<file path="src/verilog/sp_pkg.sv">
// Constants and state types of the serial port.
// Assumes one oscillator clock and timer overflow pulses on that clock.
package sp_pkg;
	// --------------------------------------------------------------
	// Register map
	// --------------------------------------------------------------
	localparam logic [7:0] SP_CTRL_ADDR = 8'h98;
	localparam logic [7:0] SP_BUF_ADDR = 8'h9c;
	localparam logic [7:0] SP_CFG_ADDR = 8'ha0;
	localparam int SP_MODE_HI = 7;
	localparam int SP_MODE_LO = 6;
	localparam int SP_MP = 5;
	localparam int SP_REN = 4;
	localparam int SP_TB8 = 3;
	localparam int SP_RB8 = 2;
	localparam int SP_TI = 1;
	localparam int SP_RI = 0;
	localparam int SP_CFG_TX_SRC = 0;
	localparam int SP_CFG_RX_SRC = 1;
	localparam int SP_CFG_FAST = 2;
	localparam int SP_CFG_TX_BUSY = 4;
	localparam int SP_CFG_RX_BUSY = 5;
	localparam logic [7:0] SP_CTRL_RST = 8'h00;
	localparam logic [2:0] SP_CFG_RST = 3'h0;
	// --------------------------------------------------------------
	// Timing in oscillator cycles and sample ticks
	// --------------------------------------------------------------
	localparam logic [3:0] SP_M0_DIV = 4'hc;
	localparam logic [3:0] SP_M0_LAST = SP_M0_DIV - 4'h1;
	localparam logic [3:0] SP_M0_HALF = SP_M0_DIV >> 1;
	localparam logic [3:0] SP_SMP_A = 4'h7;
	localparam logic [3:0] SP_SMP_B = 4'h8;
	localparam logic [3:0] SP_SMP_C = 4'h9;
	localparam logic [3:0] SP_BIT_LAST = 4'hf;
	localparam logic [3:0] SP_LAST_M0 = 4'h7;
	localparam logic [3:0] SP_LAST_U8 = 4'h9;
	localparam logic [3:0] SP_LAST_U9 = 4'ha;
	// --------------------------------------------------------------
	// Types
	// --------------------------------------------------------------
	typedef enum logic [1:0] {SP_SHIFT, SP_UART8, SP_UART9F, SP_UART9V} sp_mode_t;
	typedef enum logic [1:0] {SP_TX_IDLE, SP_TX_WAIT, SP_TX_SEND} sp_tx_t;
	typedef enum logic [1:0] {SP_RX_IDLE, SP_RX_WAIT, SP_RX_M0, SP_RX_ASYNC} sp_rx_t;
	typedef struct packed {
		logic wreq;
		logic [31:0] rdata;
		logic [7:0] ctl;
		logic [2:0] cfg;
		logic [7:0] rbuf;
		logic rxd_meta;
		logic rxd_sync;
		logic [1:0] osc_cnt;
		logic [3:0] m0_cnt;
		sp_tx_t tx_state;
		logic [3:0] tx_div;
		logic [3:0] tx_bit;
		logic [10:0] tx_shift;
		logic tx_line;
		sp_rx_t rx_state;
		logic [3:0] rx_div;
		logic [3:0] rx_bit;
		logic [7:0] rx_shift;
		logic rx_ninth;
		logic [1:0] rx_smp;
		logic rx_prev;
		logic txd;
		logic rxd_out;
		logic rxd_oe;
		logic irq;
	} sp_state_t;
endpackage

</file>
<file path="src/verilog/sp_serial_port.sv">
// Full duplex serial port with four modes behind an Avalon-MM slave.
// Assumes timer overflow pulses are one clk_in cycle wide on clk_in.
`timescale 1ns/10ps
`default_nettype none
module sp_serial_port
	import sp_pkg::*;
(
	input wire logic clk_in,
	input wire logic rst_in,
	input wire logic [7:0] address_in,
	input wire logic read_in,
	input wire logic write_in,
	input wire logic [31:0] writedata_in,
	output logic [31:0] readdata_out,
	output logic waitrequest_out,
	input wire logic t1_ovf_in,
	input wire logic t2_ovf_in,
	input wire logic rxd_in,
	output logic rxd_out,
	output logic rxd_oe_out,
	output logic txd_out,
	output logic irq_out
);
	sp_state_t s;
	sp_state_t n;
	sp_mode_t mode;
	logic req;
	logic acc;
	logic m2_tick;
	logic tx_tick;
	logic rx_tick;
	logic m0_end;
	logic tx_end;
	logic vote;
	logic accept;
	logic rx_fin;
	logic [3:0] tx_last;
	logic [3:0] rx_last;

	// --------------------------------------------------------------
	// Next state
	// --------------------------------------------------------------
	always_comb
	begin
		n = s;
		vote = 1'b0;
		accept = 1'b0;
		rx_fin = 1'b0;
		mode = sp_mode_t'(s.ctl[SP_MODE_HI:SP_MODE_LO]);
		n.rxd_meta = rxd_in;
		n.rxd_sync = s.rxd_meta;
		n.osc_cnt = s.osc_cnt + 2'h1;
		n.m0_cnt = (s.m0_cnt == SP_M0_LAST) ? 4'h0 : s.m0_cnt + 4'h1;
		m0_end = s.m0_cnt == SP_M0_LAST;
		m2_tick = s.cfg[SP_CFG_FAST] ? s.osc_cnt[0] : &s.osc_cnt;
		// Per direction timer baud source, except SP_UART9F where both directions use m2_tick
		if (mode == SP_UART9F)
		begin
			tx_tick = m2_tick;
			rx_tick = m2_tick;
		end
		else
		begin
			tx_tick = s.cfg[SP_CFG_TX_SRC] ? t2_ovf_in : t1_ovf_in;
			rx_tick = s.cfg[SP_CFG_RX_SRC] ? t2_ovf_in : t1_ovf_in;
		end
		if (mode == SP_SHIFT)
		begin
			tx_last = SP_LAST_M0;
			rx_last = SP_LAST_M0;
		end
		else if (mode == SP_UART8)
		begin
			tx_last = SP_LAST_U8;
			rx_last = SP_LAST_U8;
		end
		else
		begin
			tx_last = SP_LAST_U9;
			rx_last = SP_LAST_U9;
		end

		// --------------------------------------------------------------
		// Bus slave: one wait cycle, then the answer
		// --------------------------------------------------------------
		req = read_in || write_in;
		n.wreq = !(req && s.wreq);
		acc = write_in && !s.wreq;
		if (req && s.wreq)
		begin
			unique case (address_in)
				SP_CTRL_ADDR: n.rdata = {24'h0, s.ctl};
				SP_BUF_ADDR: n.rdata = {24'h0, s.rbuf};
				SP_CFG_ADDR: n.rdata = {26'h0, s.rx_state != SP_RX_IDLE,
					s.tx_state != SP_TX_IDLE, 1'b0, s.cfg};
				default: n.rdata = 32'h0;
			endcase
		end
		if (acc && address_in == SP_CTRL_ADDR)
			n.ctl = writedata_in[7:0];
		if (acc && address_in == SP_CFG_ADDR)
			n.cfg = writedata_in[2:0];

		// --------------------------------------------------------------
		// Transmitter
		// --------------------------------------------------------------
		if (tx_tick)
			n.tx_div = s.tx_div + 4'h1;
		tx_end = (mode == SP_SHIFT) ? m0_end : (tx_tick && s.tx_div == SP_BIT_LAST);
		unique case (s.tx_state)
			SP_TX_IDLE:
				n.tx_line = 1'b1;
			SP_TX_WAIT:
				if (tx_end)
				begin
					n.tx_state = SP_TX_SEND;
					n.tx_bit = 4'h0;
					n.tx_line = s.tx_shift[0];
				end
			SP_TX_SEND:
				if (tx_end)
				begin
					if (s.tx_bit == tx_last)
					begin
						n.tx_state = SP_TX_IDLE;
						n.tx_line = 1'b1;
						n.ctl[SP_TI] = 1'b1;
					end
					else
					begin
						n.tx_shift = {1'b1, s.tx_shift[10:1]};
						n.tx_bit = s.tx_bit + 4'h1;
						n.tx_line = s.tx_shift[1];
					end
				end
			default:
				n.tx_state = SP_TX_IDLE;
		endcase
		if (acc && address_in == SP_BUF_ADDR)
		begin
			n.tx_state = SP_TX_WAIT;
			if (mode == SP_SHIFT)
				n.tx_shift = {3'b111, writedata_in[7:0]};
			else if (mode == SP_UART8)
				n.tx_shift = {2'b11, writedata_in[7:0], 1'b0};
			else
				n.tx_shift = {1'b1, s.ctl[SP_TB8], writedata_in[7:0], 1'b0};
		end

		// --------------------------------------------------------------
		// Receiver
		// --------------------------------------------------------------
		unique case (s.rx_state)
			SP_RX_IDLE:
				if (mode == SP_SHIFT)
				begin
					if (s.ctl[SP_REN] && !s.ctl[SP_RI] && s.tx_state == SP_TX_IDLE)
						n.rx_state = SP_RX_WAIT;
				end
				else if (rx_tick)
				begin
					n.rx_prev = s.rxd_sync;
					if (s.rx_prev && !s.rxd_sync && s.ctl[SP_REN])
					begin
						n.rx_state = SP_RX_ASYNC;
						n.rx_div = 4'h0;
						n.rx_bit = 4'h0;
					end
				end
			SP_RX_WAIT:
				if (m0_end)
				begin
					n.rx_state = SP_RX_M0;
					n.rx_bit = 4'h0;
				end
			SP_RX_M0:
			begin
				if (s.m0_cnt == SP_M0_HALF)
					n.rx_shift = {s.rxd_sync, s.rx_shift[7:1]};
				if (m0_end)
				begin
					if (s.rx_bit == rx_last)
					begin
						n.rx_state = SP_RX_IDLE;
						n.rbuf = s.rx_shift;
						n.ctl[SP_RI] = 1'b1;
					end
					else
						n.rx_bit = s.rx_bit + 4'h1;
				end
			end
			SP_RX_ASYNC:
				if (rx_tick)
				begin
					n.rx_div = s.rx_div + 4'h1;
					if (s.rx_div == SP_SMP_A)
						n.rx_smp[0] = s.rxd_sync;
					if (s.rx_div == SP_SMP_B)
						n.rx_smp[1] = s.rxd_sync;
					if (s.rx_div == SP_SMP_C)
					begin
						vote = (s.rx_smp[0] & s.rx_smp[1]) | (s.rxd_sync
							& (s.rx_smp[0] | s.rx_smp[1]));
						if (s.rx_bit == 4'h0 && vote)
						begin
							n.rx_state = SP_RX_IDLE;
							n.rx_prev = 1'b1;
						end
						else if (s.rx_bit == rx_last)
						begin
							rx_fin = 1'b1;
							if (mode == SP_UART8)
								accept = !s.ctl[SP_MP] || vote;
							else
								accept = !s.ctl[SP_MP] || s.rx_ninth;
							if (accept)
							begin
								n.rbuf = s.rx_shift;
								n.ctl[SP_RB8] = (mode == SP_UART8) ? vote : s.rx_ninth;
								n.ctl[SP_RI] = 1'b1;
							end
							n.rx_state = SP_RX_IDLE;
							n.rx_prev = vote;
						end
						else if (s.rx_bit == SP_LAST_U8)
							n.rx_ninth = vote;
						else if (s.rx_bit != 4'h0)
							n.rx_shift = {vote, s.rx_shift[7:1]};
					end
					if (s.rx_div == SP_BIT_LAST)
						n.rx_bit = s.rx_bit + 4'h1;
				end
			default:
				n.rx_state = SP_RX_IDLE;
		endcase

		// --------------------------------------------------------------
		// Pins and request
		// --------------------------------------------------------------
		if (mode == SP_SHIFT)
		begin
			n.txd = !(n.tx_state == SP_TX_SEND || n.rx_state == SP_RX_M0)
				|| n.m0_cnt >= SP_M0_HALF;
			n.rxd_oe = n.tx_state == SP_TX_SEND;
		end
		else
		begin
			n.txd = n.tx_line;
			n.rxd_oe = 1'b0;
		end
		n.rxd_out = n.tx_line;
		n.irq = n.ctl[SP_TI] | n.ctl[SP_RI];
	end

	// --------------------------------------------------------------
	// State register
	// --------------------------------------------------------------
	always_ff @(posedge clk_in)
	begin
		if (rst_in)
		begin
			s <= '0;
			s.wreq <= 1'b1;
			s.ctl <= SP_CTRL_RST;
			s.cfg <= SP_CFG_RST;
			s.tx_line <= 1'b1;
			s.rx_prev <= 1'b1;
			s.txd <= 1'b1;
			s.rxd_out <= 1'b1;
		end
		else
			s <= n;
	end

	assign readdata_out = s.rdata;
	assign waitrequest_out = s.wreq;
	assign rxd_out = s.rxd_out;
	assign rxd_oe_out = s.rxd_oe;
	assign txd_out = s.txd;
	assign irq_out = s.irq;

	// --------------------------------------------------------------
	// Checks
	// --------------------------------------------------------------
	property p_buf_write;
		@(posedge clk_in) disable iff (rst_in)
		(write_in && !s.wreq && address_in == SP_BUF_ADDR) |=> s.tx_state == SP_TX_WAIT;
	endproperty
	a_buf_write: assert property (p_buf_write) else $error("buffer write did not start send");

	property p_ti_set;
		@(posedge clk_in) disable iff (rst_in)
		(s.tx_state == SP_TX_SEND && tx_end && s.tx_bit == tx_last) |=> s.ctl[SP_TI] && irq_out;
	endproperty
	a_ti_set: assert property (p_ti_set) else $error("transmit done not set");

	property p_mp_filter;
		@(posedge clk_in) disable iff (rst_in)
		(rx_fin && mode != SP_UART8 && s.ctl[SP_MP] && !s.rx_ninth && !s.ctl[SP_RI]
			&& !(write_in && !s.wreq)) |=> !s.ctl[SP_RI];
	endproperty
	a_mp_filter: assert property (p_mp_filter) else $error("filtered frame set receive done");

	property p_stop_filter;
		@(posedge clk_in) disable iff (rst_in)
		(rx_fin && mode == SP_UART8 && s.ctl[SP_MP] && !vote && !s.ctl[SP_RI]
			&& !(write_in && !s.wreq)) |=> !s.ctl[SP_RI];
	endproperty
	a_stop_filter: assert property (p_stop_filter) else $error("bad stop set receive done");

	property p_oe_mode0;
		@(posedge clk_in) disable iff (rst_in)
		rxd_oe_out |-> s.ctl[SP_MODE_HI:SP_MODE_LO] == 2'b00;
	endproperty
	a_oe_mode0: assert property (p_oe_mode0) else $error("rxd driven outside shift mode");

	property p_start_low;
		@(posedge clk_in) disable iff (rst_in)
		(mode != SP_SHIFT && s.tx_state == SP_TX_SEND && s.tx_bit == 4'h0) |-> !txd_out;
	endproperty
	a_start_low: assert property (p_start_low) else $error("start bit not low");

	property p_ren_off;
		@(posedge clk_in) disable iff (rst_in)
		(s.rx_state == SP_RX_IDLE && !s.ctl[SP_REN]) |=> s.rx_state == SP_RX_IDLE;
	endproperty
	a_ren_off: assert property (p_ren_off) else $error("reception while disabled");

	property p_false_start;
		@(posedge clk_in) disable iff (rst_in)
		(s.rx_state == SP_RX_ASYNC && rx_tick && s.rx_div == SP_SMP_C && s.rx_bit == 4'h0
			&& s.rx_smp == 2'b11) |=> s.rx_state == SP_RX_IDLE;
	endproperty
	a_false_start: assert property (p_false_start) else $error("false start accepted");

	property p_bus_answer;
		@(posedge clk_in) disable iff (rst_in)
		(read_in && waitrequest_out) |-> ##1 !waitrequest_out ##1 waitrequest_out;
	endproperty
	a_bus_answer: assert property (p_bus_answer) else $error("bus answer not one cycle");

	property p_m0_clock;
		@(posedge clk_in) disable iff (rst_in)
		(mode == SP_SHIFT && s.tx_state == SP_TX_SEND && s.m0_cnt == 4'h0
			&& !(write_in && !s.wreq)) |-> !txd_out ##6 txd_out;
	endproperty
	a_m0_clock: assert property (p_m0_clock) else $error("shift clock not oscillator/12");
endmodule
`default_nettype wire

</file>
<file path="config.mk">
export PLATFORM = sky130hd
export DESIGN_NAME = sp_serial_port
export DESIGN_NICKNAME = d
export VERILOG_FILES = /design/src/verilog/sp_pkg.sv /design/src/verilog/sp_serial_port.sv
export SDC_FILE = /design/constraint.sdc
export NUM_CORES = 1
export LEC_CHECK = 0
export ABC_CLOCK_PERIOD_IN_PS = 2250
export BUFFER_PORTS_ARGS = -buffer_cell sky130_fd_sc_hd__buf_2
export CORE_ASPECT_RATIO = 0.5
export CORE_UTILIZATION = 25
export CTS_BUF_LIST = sky130_fd_sc_hd__clkbuf_8
export CTS_CLUSTER_DIAMETER = 200
export DETAILED_ROUTE_END_ITERATION = 10
export PLACE_DENSITY = 0.41
export SETUP_SLACK_MARGIN = 0.15
export SYNTH_ARGS = -nofsm -noshare
export SYNTH_HDL_FRONTEND = slang
export SYNTH_SLANG_ARGS = --single-unit
</file>
<file path="constraint.sdc">
create_clock -name clk_in -period 2.25 [get_ports clk_in]
set_input_delay 0.5625 -clock clk_in [delete_from_list [all_inputs] [get_ports clk_in]]
set_output_delay 0.5625 -clock clk_in [all_outputs]
set_load 0.02 [all_outputs]
</file>
**Word-level counts from Yosys, hierarchy flattened**

Cells that the tools add are included.

- Output and inout port bits: 37
- Bits in registers: 107
- Word-level logic and storage cells: 225
- Bits of input ports: 47

- Add/subtract/negate cells: 6
- Equal/unequal tests: 44
- $lt $le $gt $ge: 1
- Mux-type cells: 94
- Reductions and logical operators: 46
- Bitwise operators: 8

Operators with widths:

| operator | number |
|---|---|
| $mux W8 | 11 |
| $mux W1 | 40 |
| $mux W10 | 4 |
| $ne A2 B2 Y1 const B | 20 |
| $pmux W8 S2 | 2 |
| $mux W4 | 7 |
| $mux W9 | 3 |
| $eq A4 B4 Y1 const B | 6 |
| $eq A8 B8 Y1 const B | 3 |
| $mux W2 | 12 |
| $pmux W8 S3 | 1 |
| $reduce_and A8 Y1 | 3 |
| $mux W11 | 2 |
| $mux W22 | 1 |
| $add A4 B1 Y4 const B | 5 |
| $mux W16 | 1 |
| $pmux W4 S2 | 2 |
| $pmux W4 S4 | 1 |
| $mux W15 | 1 |
| $reduce_bool A2 Y1 | 7 |
| $eq A2 B2 Y1 const B | 6 |
| $reduce_and A6 Y1 | 2 |
| $logic_and A1 B1 Y1 | 11 |
| $reduce_and A3 Y1 | 3 |
| other kinds (24) | 45 |

**Longest topological paths before layout**

Gate-level depths: netlist of run 1.

- Depth in word-level cells: 17
- Mapped depth: 9
- Gate-level depth less buffers: 8

**Least setup slack after synthesis of run 1**

Ideal clock, no wire load.

- Path kind: in2reg
- Start: input port address_in[1]
- End: register s, in the netlist irq_out
- Data arrival time: 1.943 ns
- Setup time: 0.120 ns
- Required time: 2.130 ns
- Slack: 0.187 ns
- Path buffers: 2
- Cell stages on the path: 8
- Cells stage by stage: nor4b_1 and4b_1 buf_2 nand3b_1 buf_2 mux2i_1 a21oi_1 or2_1

- Longest elaborated chain between the ends: 10
- Elaborated cells on any way between the ends: 15
- Those cells by class: eq/ne: 1; mux: 12; bitwise: 1; reduce/logical: 1

RTL lines:

| what | RTL line | text |
|---|---|---|
| from (decl) | sp_serial_port.sv:10 | `input wire logic [7:0] address_in,` |
| $eq A8 B8 Y1 (*) | sp_serial_port.sv:99 | `if (acc && address_in == SP_CTRL_ADDR)` |
| $logic_and A1 B1 Y1 (*) | sp_serial_port.sv:99 |  |
| $mux W3 (*) | sp_serial_port.sv:99 |  |
| $mux W1 | sp_serial_port.sv:216 | `if (accept)` |
| $mux W1 | sp_serial_port.sv:209 | `else if (s.rx_bit == rx_last)` |
| $mux W1 | sp_serial_port.sv:204 | `if (s.rx_bit == 4'h0 && vote)` |
| $mux W1 | sp_serial_port.sv:200 | `if (s.rx_div == SP_SMP_C)` |
| $mux W1 | sp_serial_port.sv:193 | `if (rx_tick)` |
| $pmux W1 S2 | sp_serial_port.sv:153 | `unique case (s.rx_state)` |
| $or A1 B1 Y1 (*) | sp_serial_port.sv:252 | `n.irq = n.ctl[SP_TI] \| n.ctl[SP_RI];` |
| to (signal assigned) | sp_serial_port.sv:272 | `s <= n;` |
| to (decl) | sp_serial_port.sv:24 | `sp_state_t s;` |

Every way passes the cells marked *; elsewhere a longest branch is shown, timed or not.
A chain may end at the register's enable or synchronous reset.

**Worst setup path in the final report of run 1**

- Start: register s[21] (netlist name)
- End: register s[15] (netlist name)

- Longest elaborated chain between the ends: 3

RTL lines:

| what | RTL line |
|---|---|
| $eq A4 B4 Y1 | sp_serial_port.sv:200 |
| $ne A2 B2 Y1 (no line) | - |
| $reduce_and A8 Y1 (no line) | - |

No other way between the ends.

==> run metrics, run 1 <==
Synth Instances=a little over 500; PortBufs=35; count leader, synth=dfxtp_1; initial core utilization=0.257; filler instances=1874; Routed Antenna Nets=0; startpoint class of the critical path=register; TritonCTS clock tree=done; Cell Area, Synth=4500 um2; number of synthesized register bits=83; area leader, netlist=dfxtp_1; die width=192 um; ant diodes=0; row cnt=34; Area after DPL=~5000 um2; synthesized area per cell=about 8.7 um2; core footprint=17500 um2; worst-case reg-to-reg path depth=8; num ports=84; worst hold stages=2; setup slack, reg-to-reg=250 ps; register area share after synthesis=0.369; Synth-to-Final Area Change=18.4%; GRT Residual Overflow=0; Setup-failing EPs final=0; Synth async-reset ratio=0; clk sink count=83; RSZ-0062 raised after global routing=no; Fin. Hold Viols=0; worst setup path startpoint=s[21]; power density cells=573 nW/um2; Slew HR=0.574; share of cells above drive strength 1=0.232; Peak VDD IR=0.269 mV; DR WL/cell=between 10 and 15 um; Fmax achieved=501 MHz; Final min period=roughly 2000 ps; largest net degree at the start of global routing=58; WP data required=~2500 ps; Post-synth EDFFs=0; first-pass GRT wire length=around 19 mm; Final Skew=7.85 ps; clock slew at reported path FFs=90 ps; worst r2r src=s[21]; Inst Count DP=788; CTS root buffer=clkbuf_8; initial antenna violation count=0; number of synthesis warnings=0; DR vias=3675; max_cap viols=0; drt first pass iters=4; TritonCTS buffer count=9; hold_buf cts=0; Critical Path Sink Type=register; DRC errors left=0; vias in the first global route=3448; dpl hpwl=8.48 mm; Synth Flop Type=dfxtp_1; Slew @ Worst Pin=around 640 ps; initial drt markers=179; status=finished, final reports clean; CTS H-tree depth=3; Final period util=0.888; worst min path class=primary input to register; Max Buffers Root-to-Sink=2; post-synthesis cell type count=67; WS Path Type=register to register; Final Max Tran Viols=0; Critical Path AT=2220 ps; GP Congestion=0.800; final instance area=5330 um2; Synth area leaders=dfxtp_1 37%, mux2i_1 9.8%, buf_4 5.7%; Final nets=628; Synth top area share=0.369; Global Route Usage Sum=0.129; Post-Layout Cell Count=807; Clk Latency, worst-skew pair=between 300 and 400 ps; leading cell types by count after synthesis=83 x dfxtp_1, 63 x nor2_1, 46 x nand2_1; WL final=roughly 12 mm; die area=18600 um2; Hold Crit Start=rxd_in; CP Max Fanout=5; Die Ht=96.9 um; vias per cell=4.55; leakage power=2.14 nW
==> cells in the final DEF, fill, tap and decap left out, types with 3 or more instances in the layout <==
| cell type | count |
|---|---|
| dfxtp_1 | 77 |
| nor2_1 | 61 |
| nand2_1 | 46 |
| mux2i_1 | 41 |
| buf_4 | 37 |
| buf_2 | 35 |
| conb_1 | 24 |
| a21oi_1 | 23 |
| nand3_1 | 22 |
| a211oi_1 | 14 |
| inv_1 | 13 |
| mux2_2 | 11 |
| nor2b_1 | 11 |
| nor3_1 | 11 |
| ha_1 | 10 |
| and3_1 | 9 |
| clkbuf_8 | 9 |
| o21ai_0 | 8 |
| a31oi_1 | 7 |
| nand3b_1 | 6 |
| nand4_1 | 6 |
| nand2b_1 | 6 |
| a221oi_1 | 4 |
| dfxtp_2 | 4 |
| mux2i_2 | 3 |
| nor4bb_1 | 3 |
| o21ai_2 | 3 |
| nor3b_1 | 3 |
| a311oi_1 | 3 |
| bufinv_16 | 3 |
| buf_12 | 3 |
==> worst paths after layout <==
check	end
worst max register to register	s[15]
worst min register to register	s[54]
worst min-delay path	n[54]
worst max-delay path	s[15]
==> critical path, cell delays in order (launching register included) <==
cell,delay (ps)
dfxtp_2,340
inv_1,70
ha_1,180
nand3b_1,200
nor2_1,150
a41oi_1,130
or3b_4,420
a221oi_1,260
a211oi_1,90
==> power breakdown <==
group	total, mW	switching [mW]	internal, mW	leakage (nW)
Combinational	0.238	0.152	0.0861	1.35
Clock	1.30	0.567	0.735	0.120
Sequential	1.51	0.0208	1.49	0.676
Total	3.05	0.740	2.31	2.14
==> cell families after synthesis <==
group / Yosys count / synth area share
and+or+nand+nor: 206 / 0.233
AOI/OAI and AO/OA: 83 / 0.127
muxes: 56 / 0.130
adders and majority gates: 13 / 0.0356
DFF: 83 / 0.369
buffers and inverters: 73 / 0.0957
other: 1 / 0.000834
xor gates and xnor gates: 4 / 0.00779
==> metal layers <==
| metal | routed length, um | track usage | up-vias |
|---|---|---|---|
| met3 | 332 | 0.0312 | 7 |
| met4 | 97 | 0.0293 | 0 |
| met1 | 6080 | 0.189 | 1728 |
| met2 | 5060 | 0.189 | 56 |
| li1 | - | - | 1884 |
| met5 | 0 | 0 | - |
==> timing repair <==
item                                   CTS  global route
endpoints found under the hold margin    0             0
setup endpoints to repair               32            38
buffers inserted                         0             4
resized for setup                        4            23
pin swaps                                1             3
==> state kept, by name, indices dropped and copies added, names as in the netlist <==
register	count
mode	2
readdata_out	8
n	1
rxd_oe_out	1
waitrequest_out	1
irq_out	1
s	67
txd_out	1
rxd_out	1
==> cell type report <==
cell class,count,area (um2),area share
multi-input cells,386,2550,0.479
clock inverters,6,113,0.0211
well taps,234,293,0.0550
inverters,13,48.8,0.00916
clock buffers,9,124,0.0233
repair buffers,76,524,0.0984
flip-flops and latches,83,1670,0.314
==> stage by stage <==
stage,utilization,total power [mW],worst slack [ps],hold WS (ps),setup TNS (ps)
floorplan,-,1.74,187,414,0
CTS,0.299,3.11,137,392,0
finish,0.305,3.05,253,406,0
global route,0.305,3.21,112,402,0
global placement,0.285,1.78,-16.4,419,-16.4
detailed placement,0.285,1.78,-27.9,430,-223
(Power assumes the default switching activity.)
==> run 2: changes to the inputs <==
--- a/config.mk
+++ b/config.mk
@@ -8,6 +8,7 @@
 export ABC_CLOCK_PERIOD_IN_PS = 2250
 export BUFFER_PORTS_ARGS = -buffer_cell sky130_fd_sc_hd__buf_2
 export CORE_ASPECT_RATIO = 0.5
+export CORE_MARGIN = 5
 export CORE_UTILIZATION = 25
 export CTS_BUF_LIST = sky130_fd_sc_hd__clkbuf_8
 export CTS_CLUSTER_DIAMETER = 200
==> run 2 against run 1 <==
Against the previous run: combinational power down 3%; critical path type unchanged; first-iteration DRC count up 19%; setup slack worse by 51 ps; core utilization grew 0.069 points; clock power barely moved; critical path depth decreased by 1; via count grew 0.16%; highest routed layer unchanged; register-to-register slack lost 50 ps; maximum frequency down 2.5%; die area increased by 13%; global-route usage is 1.5 points lower; final area is 0.47% higher.
==> run metrics, run 2 (synthesis results as in run 1) <==
GRT Residual Overflow=0 (unchanged); crit-path max cell delay=400 ps (-20 ps); DR WL/cell=14.8 um (+3.3%); Critical Path Sink Type=register; Hold Slack=409 ps (+3.69 ps); die width=200 um (+4.2%); largest net degree at the start of global routing=39 (-33%); most frequent cells in the layout=77 x dfxtp_1, 61 x nor2_1, 46 x nand2_1; num ports=84 (unchanged); clk sink count=83 (unchanged); Synth-to-Final Area Change=18.9%; clock slew at reported path FFs=90 ps (about the same); GP Congestion=0.778 (-2.8%); core footprint=17500 um2 (+0.24%); worst min path class=primary input to register; Final Max Tran Viols=0 (unchanged); Clk Latency, worst-skew pair=360 ps (about the same); Fmax achieved=488 MHz (-2.5%); Die Ht=105 um (+8.3%); TritonCTS clock tree=done; Final Skew=7.94 ps (+0.0950 ps); leakage power=2.15 nW (+0.21%); Final nets=629 (+0.16%); WS Path Type=register to register; final instance area=5350 um2 (+0.47%); WP data required=2500 ps (+30 ps); cell chain of the critical path=or2_1 -> and3_1 -> a31oi_4 -> a31o_2 -> o21ai_1 -> buf_4 -> a221o_1; Slew HR=0.553 (-0.0212); Global Route Usage Sum=0.114 (-0.0150); Area after DPL=4990 um2 (+0.15%); vias per cell=4.55 (about the same); Final min period=2050 ps (+51.1 ps); Buf/Inv on CP=1 (unchanged); drt first pass iters=4 (unchanged); slowest CP cell=dfxtp_4; status=finished, final reports clean; Largest Register=s; Inst Count DP=789 (+0.13%); power density cells=571 nW/um2 (-0.32%); startpoint class of the critical path=register; commonest non-fill, non-tap cell in the layout=dfxtp_1; CTS root buffer=clkbuf_8; Routed Antenna Nets=0 (unchanged); Setup-failing EPs final=0 (unchanged); Max Buffers Root-to-Sink=2 (unchanged); fin util=0.305 (+0.000688); first-pass GRT wire length=19.1 mm (+1.4%); share of cells above drive strength 1=0.228 (-0.00429); max_cap viols=0 (unchanged); ant diodes=0 (unchanged); RSZ-0062 raised after global routing=yes; initial antenna violation count=0 (unchanged); DRC errors left=0 (unchanged); DR vias=3681 (+0.16%); Post-Layout Cell Count=809 (+0.25%); TritonCTS buffer count=9 (unchanged); WL final=12.0 mm (+3.6%); Fin. Hold Viols=0 (unchanged); Critical Path AT=2300 ps (+80 ps); die area=20900 um2 (+13%); CTS H-tree depth=3 (unchanged); Peak VDD IR=0.316 mV (+18%); max reg flops=67 (unchanged); initial drt markers=213 (+19%); Slew @ Worst Pin=664 ps (+24.8 ps); row cnt=34 (unchanged); vias in the first global route=3432 (-0.46%); initial core utilization=0.257 (-0.000624); PortBufs=35 (unchanged); dpl hpwl=8.84 mm (+4.2%); delay-heaviest family, CP=compound AO/OA/AOI/OAI gates; Final period util=0.910 (+0.0227); CP Max Fanout=6 (+1)
run 2: worst paths after layout:
kind,from,to,slack (ps),cells after the start
worst min-delay path,rxd_in,n[54],410,2
worst max register to register,mode[1],txd_out,200,7
worst max-delay path,mode[1],txd_out,200,7
worst min register to register,n[54],s[54],450,1
run 2: routing by layer:
metal  vias up  GRT usage  wire length [um]
met2        49      0.166              5250
met4         0     0.0271               115
met3         8     0.0270               334
met1      1733      0.170              6280
met5         -          0                 0
li1       1891          -                 -
run 2: cell type report:
type                            instances  area, um2
Multi-Input combinational cell        386       2560
Clock buffer                            9        124
Clock inverter                          7        115
Sequential cell                        83       1670
Tap cell                              234        293
Timing Repair Buffer                   77        532
Inverter                               13       48.8
Fill cell                            1873      12200
run 2: what timing repair did:
item                       4_1_cts  5_1_grt
pin swaps                        0        5
setup buffers                    0        4
setup endpoints to repair       29       33
hold buffers                     0        0
gates resized for setup          3       23
run 2: through the flow:
stage	TNS, ps	worst slack [ps]	power, mW
2_1_floorplan	0	187	1.74
3_3_place_gp	-1.27	-1.27	1.78
3_5_place_dp	-323	-57.8	1.78
4_1_cts	0	153	3.11
5_1_grt	0	117	3.21
6_report	0	202	3.06
run 2: where the power goes:
group	internal [mW]	switching, mW
registers	1.49	0.0242
clock network	0.736	0.574
logic	0.0816	0.150
total	2.31	0.748
==> run 3: changes to the inputs <==
--- a/config.mk
+++ b/config.mk
@@ -10,7 +10,6 @@
 export CORE_ASPECT_RATIO = 0.5
 export CORE_MARGIN = 5
 export CORE_UTILIZATION = 25
-export CTS_BUF_LIST = sky130_fd_sc_hd__clkbuf_8
 export CTS_CLUSTER_DIAMETER = 200
 export DETAILED_ROUTE_END_ITERATION = 10
 export PLACE_DENSITY = 0.41
==> run 3 against run 2 <==
Against the previous run: clock-buffer cell count increased by 1; routed wire length is 0.23% higher; largest cell class unchanged; global-route usage about the same; maximum frequency is essentially flat; setup slack about the same; final area rose by 0.82%; cell count shrank 0.25%; critical endpoint unchanged; clock skew is 0.80 ps lower; total power increased by 13%; die area unchanged; clock power up 31%.
==> run metrics, run 3 (synthesis results as in run 1) <==
status=finished, final reports clean; cell chain of the critical path=or2_1 -> and3_1 -> a31oi_4 -> a31o_2 -> o21ai_1 -> buf_4 -> a221o_1; core footprint=17500 um2 (unchanged); TritonCTS clock tree=done; fin util=0.308 (+0.00250); WL final=12.0 mm (+0.23%); die width=200 um (unchanged); PortBufs=35 (unchanged); DR WL/cell=14.9 um (+0.48%); initial core utilization=0.257 (unchanged); ant diodes=0 (unchanged); Final period util=0.910 (about the same); RSZ-0062 raised after global routing=yes; CTS H-tree depth=3 (unchanged); power density cells=641 nW/um2 (+12%); Hold Slack=426 ps (+16.8 ps); clk sink count=83 (unchanged); WP data required=2480 ps (-20 ps); TritonCTS buffer count=9 (unchanged); Fmax achieved=488 MHz (about the same); initial antenna violation count=0 (unchanged); vias in the first global route=3442 (+0.29%); clock slew at reported path FFs=60 ps (-30 ps); Slew @ Worst Pin=670 ps (+6.37 ps); initial drt markers=186 (-13%); Final Max Tran Viols=0 (unchanged); CP Max Fanout=6 (unchanged); row cnt=34 (unchanged); largest net degree at the start of global routing=39 (unchanged); Final nets=627 (-0.32%); Buf/Inv on CP=1 (unchanged); DR vias=3663 (-0.49%); Critical Path AT=2270 ps (-30 ps); Peak VDD IR=0.394 mV (+25%); first-pass GRT wire length=19.1 mm (+0.25%); DRC errors left=0 (unchanged); CTS root buffer=clkbuf_16; dpl hpwl=8.84 mm (unchanged); GRT Residual Overflow=0 (unchanged); startpoint class of the critical path=register; Critical Path Sink Type=register; Global Route Usage Sum=0.115 (+0.000336); die area=20900 um2 (unchanged); Final min period=2050 ps (-0.126 ps); Clk Latency, worst-skew pair=340 ps (-20 ps); crit-path max cell delay=390 ps (about the same); max_cap viols=0 (unchanged); Routed Antenna Nets=0 (unchanged); Die Ht=105 um (unchanged); max reg flops=67 (unchanged); most frequent cells in the layout=77 x dfxtp_1, 61 x nor2_1, 46 x nand2_1; GP Congestion=0.778 (unchanged); delay-heaviest family, CP=compound AO/OA/AOI/OAI gates; vias per cell=4.54 (-0.24%); WS Path Type=register to register; Synth-to-Final Area Change=19.9%; Final Skew=7.14 ps (-0.803 ps); slowest CP cell=dfxtp_2; Max Buffers Root-to-Sink=2 (unchanged); Largest Register=s; drt first pass iters=4 (unchanged); leakage power=2.19 nW (+1.7%); worst min path class=primary input to register; num ports=84 (unchanged); hold_buf cts=0 (unchanged); share of cells above drive strength 1=0.216 (-0.0114); Slew HR=0.548 (-0.00429); Fin. Hold Viols=0 (unchanged); commonest non-fill, non-tap cell in the layout=dfxtp_1; Setup-failing EPs final=0 (unchanged)
-- run 3: report_power, final --
group | switching (mW) | total, mW | internal [mW] | leakage [nW]
Combinational | 0.150 | 0.230 | 0.0806 | 1.35
Clock | 0.623 | 1.71 | 1.09 | 0.163
Sequential | 0.0236 | 1.52 | 1.49 | 0.675
Total | 0.797 | 3.46 | 2.66 | 2.19
-- run 3: cell type report --
type | count | area (um2)
Clock buffer | 10 | 229
Fill cell | 1867 | 12100
Tap cell | 234 | 293
Timing Repair Buffer | 75 | 517
Clock inverter | 6 | 111
Sequential cell | 83 | 1670
Inverter | 13 | 48.8
Multi-Input combinational cell | 386 | 2520
-- run 3: through the flow --
step | setup TNS, ps | setup WS [ps] | power, mW | std cells | area [um2]
2_1_floorplan | 0 | 187 | 1.74 | 542 | 4580
3_3_place_gp | -1.27 | -1.27 | 1.78 | 789 | 4990
5_1_grt | 0 | 46.0 | 3.60 | 807 | 5390
6_report | 0 | 202 | 3.46 | 807 | 5390
3_5_place_dp | -323 | -57.8 | 1.78 | 789 | 4990
4_1_cts | 0 | 155 | 3.51 | 805 | 5340
-- run 3: path summary, 6_finish.rpt --
path         depth (start not counted)      end  slack, ps     from
min                                  2    n[54]        430   rxd_in
max                                  7  txd_out        200  mode[1]
min reg2reg                          1    s[54]        440    n[54]
max reg2reg                          7  txd_out        200  mode[1]
-- run 3: routing by layer --
metal / global-route usage / up-vias / part of all wire
met5: 0 / - / 0
met3: 0.0260 / 5 / 0.029
met1: 0.171 / 1725 / 0.53
li1: - / 1889 / -
met2: 0.165 / 44 / 0.44
met4: 0.0300 / 0 / 0.0087
-- run 3: repair_timing --
action | 4_1_cts | 5_1_grt
pin swaps | 0 | 5
setup endpoints to repair | 29 | 33
gates resized for setup | 3 | 16
buffers inserted | 0 | 2
endpoints found under the hold margin | 0 | 0
